File: src/rtl/eth_pkg.sv
package eth_pkg;

    // ------------------------------------------------------------
    // Widths
    // ------------------------------------------------------------
    localparam int ADDR_W     = 16;
    localparam int DATA_W     = 16;
    localparam int NUM_EVENTS = 8;
    localparam int TEMP_BITS  = 10;
    localparam int EXP_LIMIT  = 32;

    // ------------------------------------------------------------
    // Register offsets
    // ------------------------------------------------------------
    localparam logic [15:0] OFF_EVENT_FLAG      = 16'h001C;
    localparam logic [15:0] OFF_CAL_CURRENT     = 16'h004C;
    localparam logic [15:0] OFF_CAL_VOLTAGE     = 16'h0050;
    localparam logic [15:0] OFF_CAL_ACTIVE      = 16'h0052;
    localparam logic [15:0] OFF_CAL_REACTIVE    = 16'h0056;
    localparam logic [15:0] OFF_ACCUM_EXP       = 16'h005A;
    localparam logic [15:0] OFF_RSVD_A          = 16'h005C;
    localparam logic [15:0] OFF_OVERCURRENT_LIM = 16'h005E;
    localparam logic [15:0] OFF_RSVD_B          = 16'h0062;
    localparam logic [15:0] OFF_OVERPOWER_LIM   = 16'h0064;
    localparam logic [15:0] OFF_RSVD_C          = 16'h0068;
    localparam logic [15:0] OFF_FREQ_UPPER_LIM  = 16'h006A;
    localparam logic [15:0] OFF_FREQ_LOWER_LIM  = 16'h006C;
    localparam logic [15:0] OFF_TEMP_UPPER_LIM  = 16'h006E;
    localparam logic [15:0] OFF_TEMP_LOWER_LIM  = 16'h0070;
    localparam logic [15:0] OFF_VOLT_LOW_LIM    = 16'h0072;
    localparam logic [15:0] OFF_VOLT_HIGH_LIM   = 16'h0074;
    localparam logic [15:0] OFF_OVERCURRENT_HLD = 16'h0076;
    localparam logic [15:0] OFF_RSVD_D          = 16'h0078;
    localparam logic [15:0] OFF_OVERPOWER_HLD   = 16'h007A;
    localparam logic [15:0] OFF_RSVD_E          = 16'h007C;
    localparam logic [15:0] OFF_FREQ_UPPER_HLD  = 16'h007E;
    localparam logic [15:0] OFF_FREQ_LOWER_HLD  = 16'h0080;
    localparam logic [15:0] OFF_TEMP_UPPER_HLD  = 16'h0082;
    localparam logic [15:0] OFF_TEMP_LOWER_HLD  = 16'h0084;
    localparam logic [15:0] OFF_RSVD_F          = 16'h0086;
    localparam logic [15:0] OFF_EVENT_ENABLE    = 16'h008A;

    localparam logic [15:0] CFG_FIRST = OFF_CAL_CURRENT;
    localparam logic [15:0] CFG_LAST  = OFF_RSVD_F;
    localparam int          CFG_WORDS = 30;

    // ------------------------------------------------------------
    // Reset values and reserved read value
    // ------------------------------------------------------------
    localparam logic [15:0] CFG_RESET    = 16'h0000;
    localparam logic [15:0] ENABLE_RESET = 16'h0000;
    localparam logic [15:0] RSVD_READ    = 16'h0000;

    // ------------------------------------------------------------
    // Event flag bit positions
    // ------------------------------------------------------------
    localparam int EV_OVERCURRENT = 0;
    localparam int EV_OVERPOWER   = 1;
    localparam int EV_FREQ_HIGH   = 2;
    localparam int EV_FREQ_LOW    = 3;
    localparam int EV_TEMP_HIGH   = 4;
    localparam int EV_TEMP_LOW    = 5;
    localparam int EV_VOLT_SAG    = 6;
    localparam int EV_VOLT_SURGE  = 7;

endpackage

File: src/rtl/eth_hold_if.sv
`timescale 1ns/1ps
`default_nettype none

interface eth_hold_if;
    logic        tick;
    logic        breach;
    logic        enable;
    logic [15:0] hold;
    logic        flag;

    modport qual (input tick, input breach, input enable, input hold, output flag);
    modport ctrl (output tick, output breach, output enable, output hold, input flag);
endinterface

`default_nettype wire

File: src/rtl/eth_hold_qual.sv
`timescale 1ns/1ps
`default_nettype none

module eth_hold_qual
    import eth_pkg::*;
(
    // Clock and reset
    input  wire logic clk,
    input  wire logic reset_n,
    // Qualifier link
    eth_hold_if.qual  q
);

    logic [15:0] cnt_r;
    logic [15:0] cnt_nxt;
    logic        flag_r;
    logic        hit;
    logic [15:0] cnt_inc;

    // Saturate so a very long breach never wraps back below the hold.
    assign cnt_inc = (cnt_r == 16'hFFFF) ? cnt_r : cnt_r + 16'h0001;
    assign hit     = q.breach && q.enable;
    assign cnt_nxt = !q.tick ? cnt_r : (hit ? cnt_inc : 16'h0000);

    always_ff @(posedge clk or negedge reset_n) begin
        if (!reset_n) begin
            cnt_r  <= 16'h0000;
            flag_r <= 1'b0;
        end else begin
            cnt_r <= cnt_nxt;
            if (q.tick) begin
                flag_r <= hit && (cnt_inc >= q.hold);
            end
        end
    end

    assign q.flag = flag_r;

endmodule

`default_nettype wire

File: src/rtl/eth_event_bank.sv
// Function
// - A computation cycle spans two to the power N line cycles for N up to 31.
// - Flag overcurrent when RMS current exceeds the 32-bit current limit.
// - Flag overpower when active power exceeds the 32-bit power limit.
// - Flag over and under frequency against separate 16-bit limits.
// - Flag over and under temperature against separate 16-bit limits.
// - Flag sag and surge against 16-bit RMS voltage limits.
// - Overcurrent flag waits for its hold count of consecutive cycles.
// - Overpower flag waits for its hold count of computation cycles.
// - Over and under frequency each have their own hold count.
// - Over-temperature flag waits for its own hold count.
// - Under-temperature flag waits for its separate hold count.
// - Calibration targets for current, voltage and both powers are read/write.
// - Event flags read at their own read-only 16-bit address.
// - Temperature uses the ten low bits, sampled once per computation cycle.
// - An event is recorded only when its enable bit is set.
`timescale 1ns/1ps
`default_nettype none

module eth_event_bank
    import eth_pkg::*;
(
    // Clock and reset
    input  wire logic              clk,
    input  wire logic              reset_n,
    // Register access from the serial frame decoder
    input  wire logic              reg_wr,
    input  wire logic              reg_rd,
    input  wire logic [ADDR_W-1:0] reg_addr,
    input  wire logic [DATA_W-1:0] reg_wdata,
    output logic      [DATA_W-1:0] reg_rdata,
    output logic                   reg_rvalid,
    // Measurements from the calculation engine
    input  wire logic              line_cycle,
    input  wire logic [31:0]       current_rms,
    input  wire logic [15:0]       voltage_rms,
    input  wire logic [31:0]       active_power,
    input  wire logic [15:0]       line_freq,
    input  wire logic [15:0]       temp_code,
    // Status
    output logic                   comp_tick,
    output logic      [15:0]       event_flag,
    output logic      [15:0]       accum_exponent
);

    // ------------------------------------------------------------
    // Helper functions
    // ------------------------------------------------------------

    function automatic logic [4:0] idx_of(input logic [15:0] off);
        logic [15:0] d;
        d = off - CFG_FIRST;
        return d[5:1];
    endfunction

    function automatic logic is_rsvd(input logic [15:0] off);
        return (off == OFF_RSVD_A) || (off == OFF_RSVD_B) ||
               (off == OFF_RSVD_C) || (off == OFF_RSVD_D) ||
               (off == OFF_RSVD_E) || (off == OFF_RSVD_F);
    endfunction

    function automatic logic [31:0] line_cycles_for(input logic [15:0] n);
        logic [31:0] r;
        r = 32'h0000_0001 << n[4:0];
        if (n >= 16'(EXP_LIMIT)) begin
            r = 32'hFFFF_FFFF;
        end
        return r;
    endfunction

    // ------------------------------------------------------------
    // Configuration storage
    // ------------------------------------------------------------

    logic [15:0] cfg_mem [CFG_WORDS];
    logic [15:0] enable_r;
    logic        in_cfg;
    logic        cfg_wr;
    logic [4:0]  wr_idx;

    assign in_cfg = (reg_addr >= CFG_FIRST) && (reg_addr <= CFG_LAST) && !reg_addr[0];
    assign wr_idx = idx_of(reg_addr);
    assign cfg_wr = reg_wr && in_cfg && !is_rsvd(reg_addr);

    always_ff @(posedge clk or negedge reset_n) begin
        if (!reset_n) begin
            for (int i = 0; i < CFG_WORDS; i++) begin
                cfg_mem[i] <= CFG_RESET;
            end
        end else if (cfg_wr) begin
            cfg_mem[wr_idx] <= reg_wdata;
        end
    end

    always_ff @(posedge clk or negedge reset_n) begin
        if (!reset_n) begin
            enable_r <= ENABLE_RESET;
        end else if (reg_wr && reg_addr == OFF_EVENT_ENABLE) begin
            enable_r <= reg_wdata;
        end
    end

    // ------------------------------------------------------------
    // Field views
    // ------------------------------------------------------------

    wire [15:0] exp_n     = cfg_mem[idx_of(OFF_ACCUM_EXP)];
    wire [31:0] oc_lim    = {cfg_mem[idx_of(OFF_OVERCURRENT_LIM)+5'd1],
                             cfg_mem[idx_of(OFF_OVERCURRENT_LIM)]};
    wire [31:0] op_lim    = {cfg_mem[idx_of(OFF_OVERPOWER_LIM)+5'd1],
                             cfg_mem[idx_of(OFF_OVERPOWER_LIM)]};
    wire [15:0] fhi_lim   = cfg_mem[idx_of(OFF_FREQ_UPPER_LIM)];
    wire [15:0] flo_lim   = cfg_mem[idx_of(OFF_FREQ_LOWER_LIM)];
    wire [15:0] thi_lim   = cfg_mem[idx_of(OFF_TEMP_UPPER_LIM)];
    wire [15:0] tlo_lim   = cfg_mem[idx_of(OFF_TEMP_LOWER_LIM)];
    wire [15:0] vlo_lim   = cfg_mem[idx_of(OFF_VOLT_LOW_LIM)];
    wire [15:0] vhi_lim   = cfg_mem[idx_of(OFF_VOLT_HIGH_LIM)];
    wire [15:0] oc_hold   = cfg_mem[idx_of(OFF_OVERCURRENT_HLD)];
    wire [15:0] op_hold   = cfg_mem[idx_of(OFF_OVERPOWER_HLD)];
    wire [15:0] fhi_hold  = cfg_mem[idx_of(OFF_FREQ_UPPER_HLD)];
    wire [15:0] flo_hold  = cfg_mem[idx_of(OFF_FREQ_LOWER_HLD)];
    wire [15:0] thi_hold  = cfg_mem[idx_of(OFF_TEMP_UPPER_HLD)];
    wire [15:0] tlo_hold  = cfg_mem[idx_of(OFF_TEMP_LOWER_HLD)];

    // ------------------------------------------------------------
    // Computation cycle timing
    // ------------------------------------------------------------

    logic [31:0] line_cnt_r;
    logic [31:0] line_cnt_nxt;
    logic [31:0] line_cnt_inc;
    logic        tick_r;
    logic        tick_nxt;

    // Comparing with >= lets a shrinking exponent end the current
    // interval at once instead of waiting for the counter to wrap.
    assign line_cnt_inc = line_cnt_r + 32'h0000_0001;
    assign tick_nxt     = line_cycle && (line_cnt_inc >= line_cycles_for(exp_n));
    assign line_cnt_nxt = !line_cycle ? line_cnt_r :
                          (tick_nxt ? 32'h0000_0000 : line_cnt_inc);

    always_ff @(posedge clk or negedge reset_n) begin
        if (!reset_n) begin
            line_cnt_r <= 32'h0000_0000;
            tick_r     <= 1'b0;
        end else begin
            line_cnt_r <= line_cnt_nxt;
            tick_r     <= tick_nxt;
        end
    end

    // ------------------------------------------------------------
    // Limit comparisons
    // ------------------------------------------------------------

    logic [9:0]  temp_r;
    wire  [15:0] temp_val = {6'h00, temp_r};

    // The temperature code is caught once per computation cycle so the
    // limit checks see a value that stays still over the whole cycle.
    always_ff @(posedge clk or negedge reset_n) begin
        if (!reset_n) begin
            temp_r <= 10'h000;
        end else if (tick_nxt) begin
            temp_r <= temp_code[TEMP_BITS-1:0];
        end
    end

    logic [NUM_EVENTS-1:0] breach;
    logic [15:0]           hold_sel [NUM_EVENTS];

    assign breach[EV_OVERCURRENT] = current_rms > oc_lim;
    assign breach[EV_OVERPOWER]   = active_power > op_lim;
    assign breach[EV_FREQ_HIGH]   = line_freq > fhi_lim;
    assign breach[EV_FREQ_LOW]    = line_freq < flo_lim;
    assign breach[EV_TEMP_HIGH]   = temp_val > thi_lim;
    assign breach[EV_TEMP_LOW]    = temp_val < tlo_lim;
    assign breach[EV_VOLT_SAG]    = voltage_rms < vlo_lim;
    assign breach[EV_VOLT_SURGE]  = voltage_rms > vhi_lim;

    // Sag and surge have no hold register and are taken on first breach.
    assign hold_sel[EV_OVERCURRENT] = oc_hold;
    assign hold_sel[EV_OVERPOWER]   = op_hold;
    assign hold_sel[EV_FREQ_HIGH]   = fhi_hold;
    assign hold_sel[EV_FREQ_LOW]    = flo_hold;
    assign hold_sel[EV_TEMP_HIGH]   = thi_hold;
    assign hold_sel[EV_TEMP_LOW]    = tlo_hold;
    assign hold_sel[EV_VOLT_SAG]    = 16'h0000;
    assign hold_sel[EV_VOLT_SURGE]  = 16'h0000;

    // ------------------------------------------------------------
    // Hold qualifiers
    // ------------------------------------------------------------

    logic [NUM_EVENTS-1:0] flag;

    for (genvar e = 0; e < NUM_EVENTS; e++) begin : g_ev
        eth_hold_if link ();

        assign link.tick   = tick_r;
        assign link.breach = breach[e];
        assign link.enable = enable_r[e];
        assign link.hold   = hold_sel[e];
        assign flag[e]     = link.flag;

        eth_hold_qual u_qual (
            .clk     (clk),
            .reset_n (reset_n),
            .q       (link)
        );
    end

    wire [15:0] flag_word = {{(16-NUM_EVENTS){1'b0}}, flag};

    // ------------------------------------------------------------
    // Read path
    // ------------------------------------------------------------

    logic [15:0] rdata_r;
    logic        rvalid_r;
    logic [15:0] rd_mux;

    // The flag word has no write path, so writes to it fall away.
    assign rd_mux = (reg_addr == OFF_EVENT_FLAG)   ? flag_word :
                    (reg_addr == OFF_EVENT_ENABLE) ? enable_r :
                    (in_cfg && !is_rsvd(reg_addr)) ? cfg_mem[wr_idx] :
                    RSVD_READ;

    always_ff @(posedge clk or negedge reset_n) begin
        if (!reset_n) begin
            rdata_r  <= 16'h0000;
            rvalid_r <= 1'b0;
        end else begin
            rvalid_r <= reg_rd;
            if (reg_rd) begin
                rdata_r <= rd_mux;
            end
        end
    end

    // ------------------------------------------------------------
    // Outputs
    // ------------------------------------------------------------

    logic [15:0] flag_out_r;
    logic [15:0] exp_out_r;

    always_ff @(posedge clk or negedge reset_n) begin
        if (!reset_n) begin
            flag_out_r <= 16'h0000;
            exp_out_r  <= 16'h0000;
        end else begin
            flag_out_r <= flag_word;
            exp_out_r  <= exp_n;
        end
    end

    assign reg_rdata      = rdata_r;
    assign reg_rvalid     = rvalid_r;
    assign comp_tick      = tick_r;
    assign event_flag     = flag_out_r;
    assign accum_exponent = exp_out_r;

endmodule

`default_nettype wire

File: config.mk
export PLATFORM = sky130hd
export DESIGN_NAME = eth_event_bank
export DESIGN_NICKNAME = d
export VERILOG_FILES = /design/src/rtl/eth_pkg.sv /design/src/rtl/eth_hold_if.sv /design/src/rtl/eth_hold_qual.sv /design/src/rtl/eth_event_bank.sv
export SDC_FILE = /design/constraint.sdc
export NUM_CORES = 1
export LEC_CHECK = 0
export BUFFER_PORTS_ARGS = -buffer_cell sky130_fd_sc_hd__buf_2
export CAP_MARGIN = 20
export CORE_MARGIN = 4
export CORE_UTILIZATION = 55
export DETAILED_ROUTE_END_ITERATION = 12
export HOLD_SLACK_MARGIN = 0.12
export PLACE_DENSITY = 0.84
export SLEW_MARGIN = 20
export SYNTH_ARGS = -nofsm -noshare
export SYNTH_HDL_FRONTEND = slang
export SYNTH_HIERARCHICAL = 1
export SYNTH_SLANG_ARGS = --single-unit
File: constraint.sdc
create_clock -name clk -period 4.77 [get_ports clk]
set_input_delay 0.477 -clock clk [delete_from_list [all_inputs] [get_ports clk]]
set_output_delay 0.477 -clock clk [all_outputs]
set_load 0.02 [all_outputs]
Yosys cells after proc, flatten, opt, wreduce, memory -nomap -nowiden
Index checks and enable logic that the tools add are counted.
W data, S select, Z words.
{"block": "op_classes", "n_reduce_logical": 31, "shifts": 1, "muxes": 27, "add_sub_neg": 10, "magnitude_cmp": 22, "bitwise_logic": 1, "eq_ne": 16}
{"cell": "$bwmux W480", "n": 1}
{"cell": "$mux W16", "n": 22}
{"cell": "$add A16 B1 Y16 const B", "n": 8}
{"cell": "$eq A16 B16 Y1 const B", "n": 8}
{"cell": "$ge A16 B16 Y1", "n": 6}
{"cell": "$bmux W16 S5", "n": 1}
{"cell": "$demux W16 S5", "n": 1}
{"cell": "$eq A16 B7 Y1 const B", "n": 5}
{"cell": "$gt A32 B32 Y1", "n": 2}
{"cell": "$mux W32", "n": 2}
{"cell": "$add A32 B1 Y32 const B", "n": 1}
{"cell": "$eq A16 B8 Y1 const B", "n": 2}
{"cell": "$ge A16 B1 Y1 const B", "n": 2}
{"cell": "$ge A32 B32 Y1", "n": 1}
{"cell": "$gt A16 B16 Y1", "n": 2}
{"cell": "$lt A16 B16 Y1", "n": 2}
{"cell": "$shl A1 B5 Y32 const A", "n": 1}
{"cell": "$logic_and A1 B1 Y1", "n": 24}
{"cell": "$eq A16 B5 Y1 const B", "n": 1}
{"cell": "$ge A16 B6 Y1 const B", "n": 1}
{"cell": "$ge A16 B7 Y1 const B", "n": 1}
{"cell": "$gt A10 B16 Y1", "n": 1}
{"cell": "$le A16 B8 Y1 const B", "n": 1}
{"cell": "$lt A10 B16 Y1", "n": 1}
{"cell": "6 further kinds", "n": 11}
{"block": "word_totals", "reg_bits": 716, "wordCells": 162, "inputBits": 149, "output_inout_bits": 50}

Logic depth before layout (Yosys ltp)
{"block": "logic_depth", "ltp_word": 11, "mapped_depth": 16, "ltp_nobuf": 15}

Modules after synthesis
The synthesis kept the hierarchy.
{"mod": "eth_event_bank", "cells_per_inst": 2456, "instances": 1, "area_per_inst_um2": 30949.7, "seq_area_each_um2": 14513.9}
{"mod": "eth_hold_qual", "cells_per_inst": 204, "instances": 8, "area_per_inst_um2": 1611.5, "seq_area_each_um2": 425.4}

Worst setup path after synthesis
No wires, ideal clock.
{"block": "synth_timing", "kind": "register -> register", "from": "reg line_cnt_r[5]", "to": "reg temp_r[0]", "t_arrival_ps": 3965, "setup_ps": 125, "path_slack_ps": 681, "path_buffers": 3, "stages_incl_launch_ff": 16, "t_required_ps": 4645, "synth_period_minus_slack_ps": 4089, "path_cell_list": "dfrtp_1 clkbuf_1 nand4_1 nor4_1 and4_1 clkbuf_1 nand4_1 xnor2_1 ha_1 nand4_1 or4_1 a21oi_1 a21oi_1 nor2_1 buf_1 mux2_2"}
{"block": "synth_via", "elab_chain_cells": 3}
{"item": "start: declaration", "line": "eth_event_bank.sv:129", "source": "logic [31:0] line_cnt_r;"}
{"item": "start signal: assignment", "line": "eth_event_bank.sv:147", "source": "line_cnt_r <= line_cnt_nxt;"}
{"item": "$add A32 B1 Y32", "line": "eth_event_bank.sv:137", "source": "assign line_cnt_inc = line_cnt_r + 32'h0000_0001;"}
{"item": "$ge A32 B32 Y1", "line": "eth_event_bank.sv:138", "source": "assign tick_nxt = line_cycle && (line_cnt_inc >= line_cycles_for(exp_n));"}
{"item": "$logic_and A1 B1 Y1", "line": "eth_event_bank.sv:138"}
{"item": "net tick_nxt", "line": "eth_event_bank.sv:133", "source": "logic tick_nxt;"}
{"item": "end signal: assignment", "line": "eth_event_bank.sv:165", "source": "temp_r <= temp_code[TEMP_BITS-1:0];"}
{"item": "end: declaration", "line": "eth_event_bank.sv:156", "source": "logic [9:0] temp_r;"}
The timed path passes the listed nets, and every way through them passes these cells.
A chain may end at the register's enable or synchronous reset.

Worst setup path after layout
{"block": "layout_timing", "from": "reg line_cnt_r[0]", "to": "reg temp_r[0]"}
{"block": "layout_via", "elab_chain_cells": 3}
{"item": "$add A32 B1 Y32", "line": "eth_event_bank.sv:137"}
{"item": "$ge A32 B32 Y1", "line": "eth_event_bank.sv:138"}
{"item": "$logic_and A1 B1 Y1", "line": "eth_event_bank.sv:138"}
Every way passes these cells.

==> flow_metrics.tcl <==
set metrics [dict create \
    relSlewSlack 0.178 \
    crit_type "reg -> reg" \
    drt-initial-drc-count 3269 \
    hold_depth 1 \
    wl_per_cell_um 23.9 \
    fin_nets 4671 \
    overflow 0 \
    netlist_area_um2 43800 \
    dieArea_um2 84300 \
    p_leak_nw 22.7 \
    yosysWarningCount 6 \
    final_common_cell "dfrtp_1" \
    r2r_start "line_cnt_r[0]" \
    r2r_setup_slack_ns 0.46 \
    drcViolationCount 0 \
    num_vias 34300 \
    period_share 0.903 \
    r2r-end "temp_r[0]" \
    clock-sinks 716 \
    ys_seq_area_frac 0.409 \
    cts_setup_buffers 0 \
    dr.pass1.iters 10 \
    timing.fmax_mhz 232 \
    viasPerCell 6.46 \
    synth_top_area_cell "dfrtp_1" \
    htreeDepth 3 \
    synth-edff-count 0 \
    grt_pass1_vias 34500 \
    vdd_drop_max_mv 0.313 \
    area_delta_synth_final_pct 10.3 \
    synthDistinctLibCells 72 \
    die_y_um 290 \
    holdBufCountCts 11 \
    clock_path_buffers 3 \
    io_pins 199 \
    antenna_found_initial 4 \
    grt_max_degree 128 \
    fin_skew_ns 0.0317 \
    synth_flop_cell "dfrtp_1" \
    clk_pin_slew_worst_paths_ns 0.06 \
    synth_cells 4088 \
    yosys-top-cells-area "dfrtp_1, mux2_2, ha_1" \
    min_to "reg_rvalid" \
    hold_viol 0 \
    drv_slew 0 \
    dpl_worst_slack_ns 0.572 \
    synthArstFlopShare 1.00 \
    rsz0062_at_grt "no" \
    status "finished clean" \
    die_w_um 290 \
    cts_root_buf "clkbuf_16" \
    finalSetupTns_ns 0 \
    min_period_ns 4.31 \
    crit_required_ns 5.29 \
    ys_ff_latch 716 \
    pwr_density_cell_nw_per_um2 300 \
    final_antenna_net_count 0 \
    syn_area_per_cell_um2 10.7 \
    setup_ws_ns 0.463 \
    rr_worst_depth 16 \
    critPathLaunchType "flop" \
    worstPathMaxFanout 11 \
    cp-end-kind "flop" \
    grt_pass1_wl_mm 197 \
    initial_utilization 0.555 \
    tightest_slew_ns 1.22 \
    cts_buffers 77 \
    clock_latency_ns 0.65 \
    num_rows 103 \
    layout_common_cells "dfrtp_1, mux2_2, inv_1" \
    synth_top_area_share 0.409 \
    drt-total-wl_mm 127 \
    min_path_type "in -> reg" \
    maxCapViolCount 0 \
    cts_tree "done" \
    hold_start "reg_rd" \
    setup_viol 0 \
    core_area_um2 79000 \
    grt_util_all_layers 0.294 \
    arrival_ns 4.82 \
    drive_gt1_frac 0.257 \
    cts_resized 0 \
    place.gp.congestion 0.959 \
    portBuffers 184 \
    dpl.hpwl_mm 86.8 \
]
[cells in the mapped netlist (37+ instances only)]
| library cell | count |
|---|---|
| dfrtp_1 | 716 |
| mux2_2 | 510 |
| inv_1 | 348 |
| ha_1 | 318 |
| a21oi_1 | 245 |
| nand2_1 | 225 |
| o21ai_0 | 180 |
| nor2_1 | 172 |
| clkbuf_1 | 119 |
| mux4_2 | 113 |
| nand3_1 | 97 |
| nand4_1 | 88 |
| xnor2_1 | 79 |
| buf_2 | 76 |
| a21o_1 | 68 |
| o22ai_1 | 56 |
| nor4_1 | 41 |
| nor2b_1 | 40 |
| nor3_1 | 38 |
| a31oi_1 | 37 |
[flip-flops by register name, summed over array words and instances, names as in the netlist, 32 cells and up]
name               cells
cfg_mem              272
g_ev.u_qual/cnt_r    128
g_ev.link.hold        64
line_cnt_r            32
[worst max path at each step]
| stage | to | start | depth (start not counted) |
|---|---|---|---|
| 2_1_floorplan | temp_r[0] | line_cnt_r[5] | 15 |
| 3_3_place_gp | temp_r[1] | line_cnt_r[0] | 16 |
| 3_5_place_dp | temp_r[2] | line_cnt_r[0] | 16 |
| 4_1_cts | temp_r[2] | line_cnt_r[0] | 16 |
| 5_1_grt | temp_r[0] | line_cnt_r[0] | 16 |
| 6_report | temp_r[0] | line_cnt_r[0] | 16 |
[routing by layer]
metal,global-route usage,wire [µm]
met1,0.380,48900
met2,0.462,57600
met3,0.0845,13300
met4,0.134,7010
met5,0,0
[area by class of cell]
type | count | area, µm²
diodes | 3 | 7.51
clock buffers | 106 | 2220
clock inverters | 31 | 489
fillers | 5845 | 30600
inverters | 349 | 1310
multi-input cells | 2822 | 23600
flip-flops and latches | 716 | 17900
well taps | 1050 | 1310
repair buffers | 238 | 1490
[logic make-up (layout without fill, tap and decap cells)]
group / after synthesis / after routing / synth area share
AOI/OAI and AO/OA: 808 / 808 / 0.116
xor gates and xnor gates: 111 / 111 / 0.0222
adders and majority gates: 318 / 318 / 0.0908
buffers and inverters: 589 / 724 / 0.0561
DFF: 716 / 716 / 0.409
muxes: 646 / 646 / 0.195
other: 1 / 43 / 0.0000855
and+or+nand+nor: 899 / 899 / 0.111
[power breakdown]
group / leakage [nW] / total, W / switching [W] / internal, W
Clock: 1.33 / 0.00649 / 0.00266 / 0.00383
Combinational: 11.4 / 0.00176 / 0.00118 / 0.000578
Sequential: 9.96 / 0.00628 / 0.000144 / 0.00614
Total: 22.7 / 0.0145 / 0.00398 / 0.0105
[worst max-delay path, stage by stage (launching register included)]
cell and delay, ns:
dfrtp_1 0.44, ha_1 0.24, nand3_1 0.15, nor2_1 0.35, nand2_1 0.22, nor2_1 0.15, buf_4 0.18, nand2_1 0.08
xnor2_1 0.15, ha_1 0.33, nand4_1 0.15, or4_1 0.55, a21oi_1 0.22, a21oi_1 0.14, nor2_1 0.15, buf_4 0.30
mux2_2 0.39
[per-stage QoR]
| stage | total power, W | utilization | hold slack, ns | cell area [µm²] | cells |
|---|---|---|---|---|---|
| after floorplan | 0.00730 | - | 0.181 | 44000 | 4127 |
| after global placement | 0.00802 | 0.577 | 0.419 | 45500 | 5164 |
| after detailed placement | 0.00808 | 0.577 | 0.419 | 45500 | 5164 |
| after CTS | 0.0145 | 0.612 | 0.264 | 48400 | 5312 |
| after global routing | 0.0150 | 0.612 | 0.304 | 48400 | 5314 |
| final | 0.0145 | 0.612 | 0.304 | 48400 | 5315 |
(Power assumes the default switching activity.)
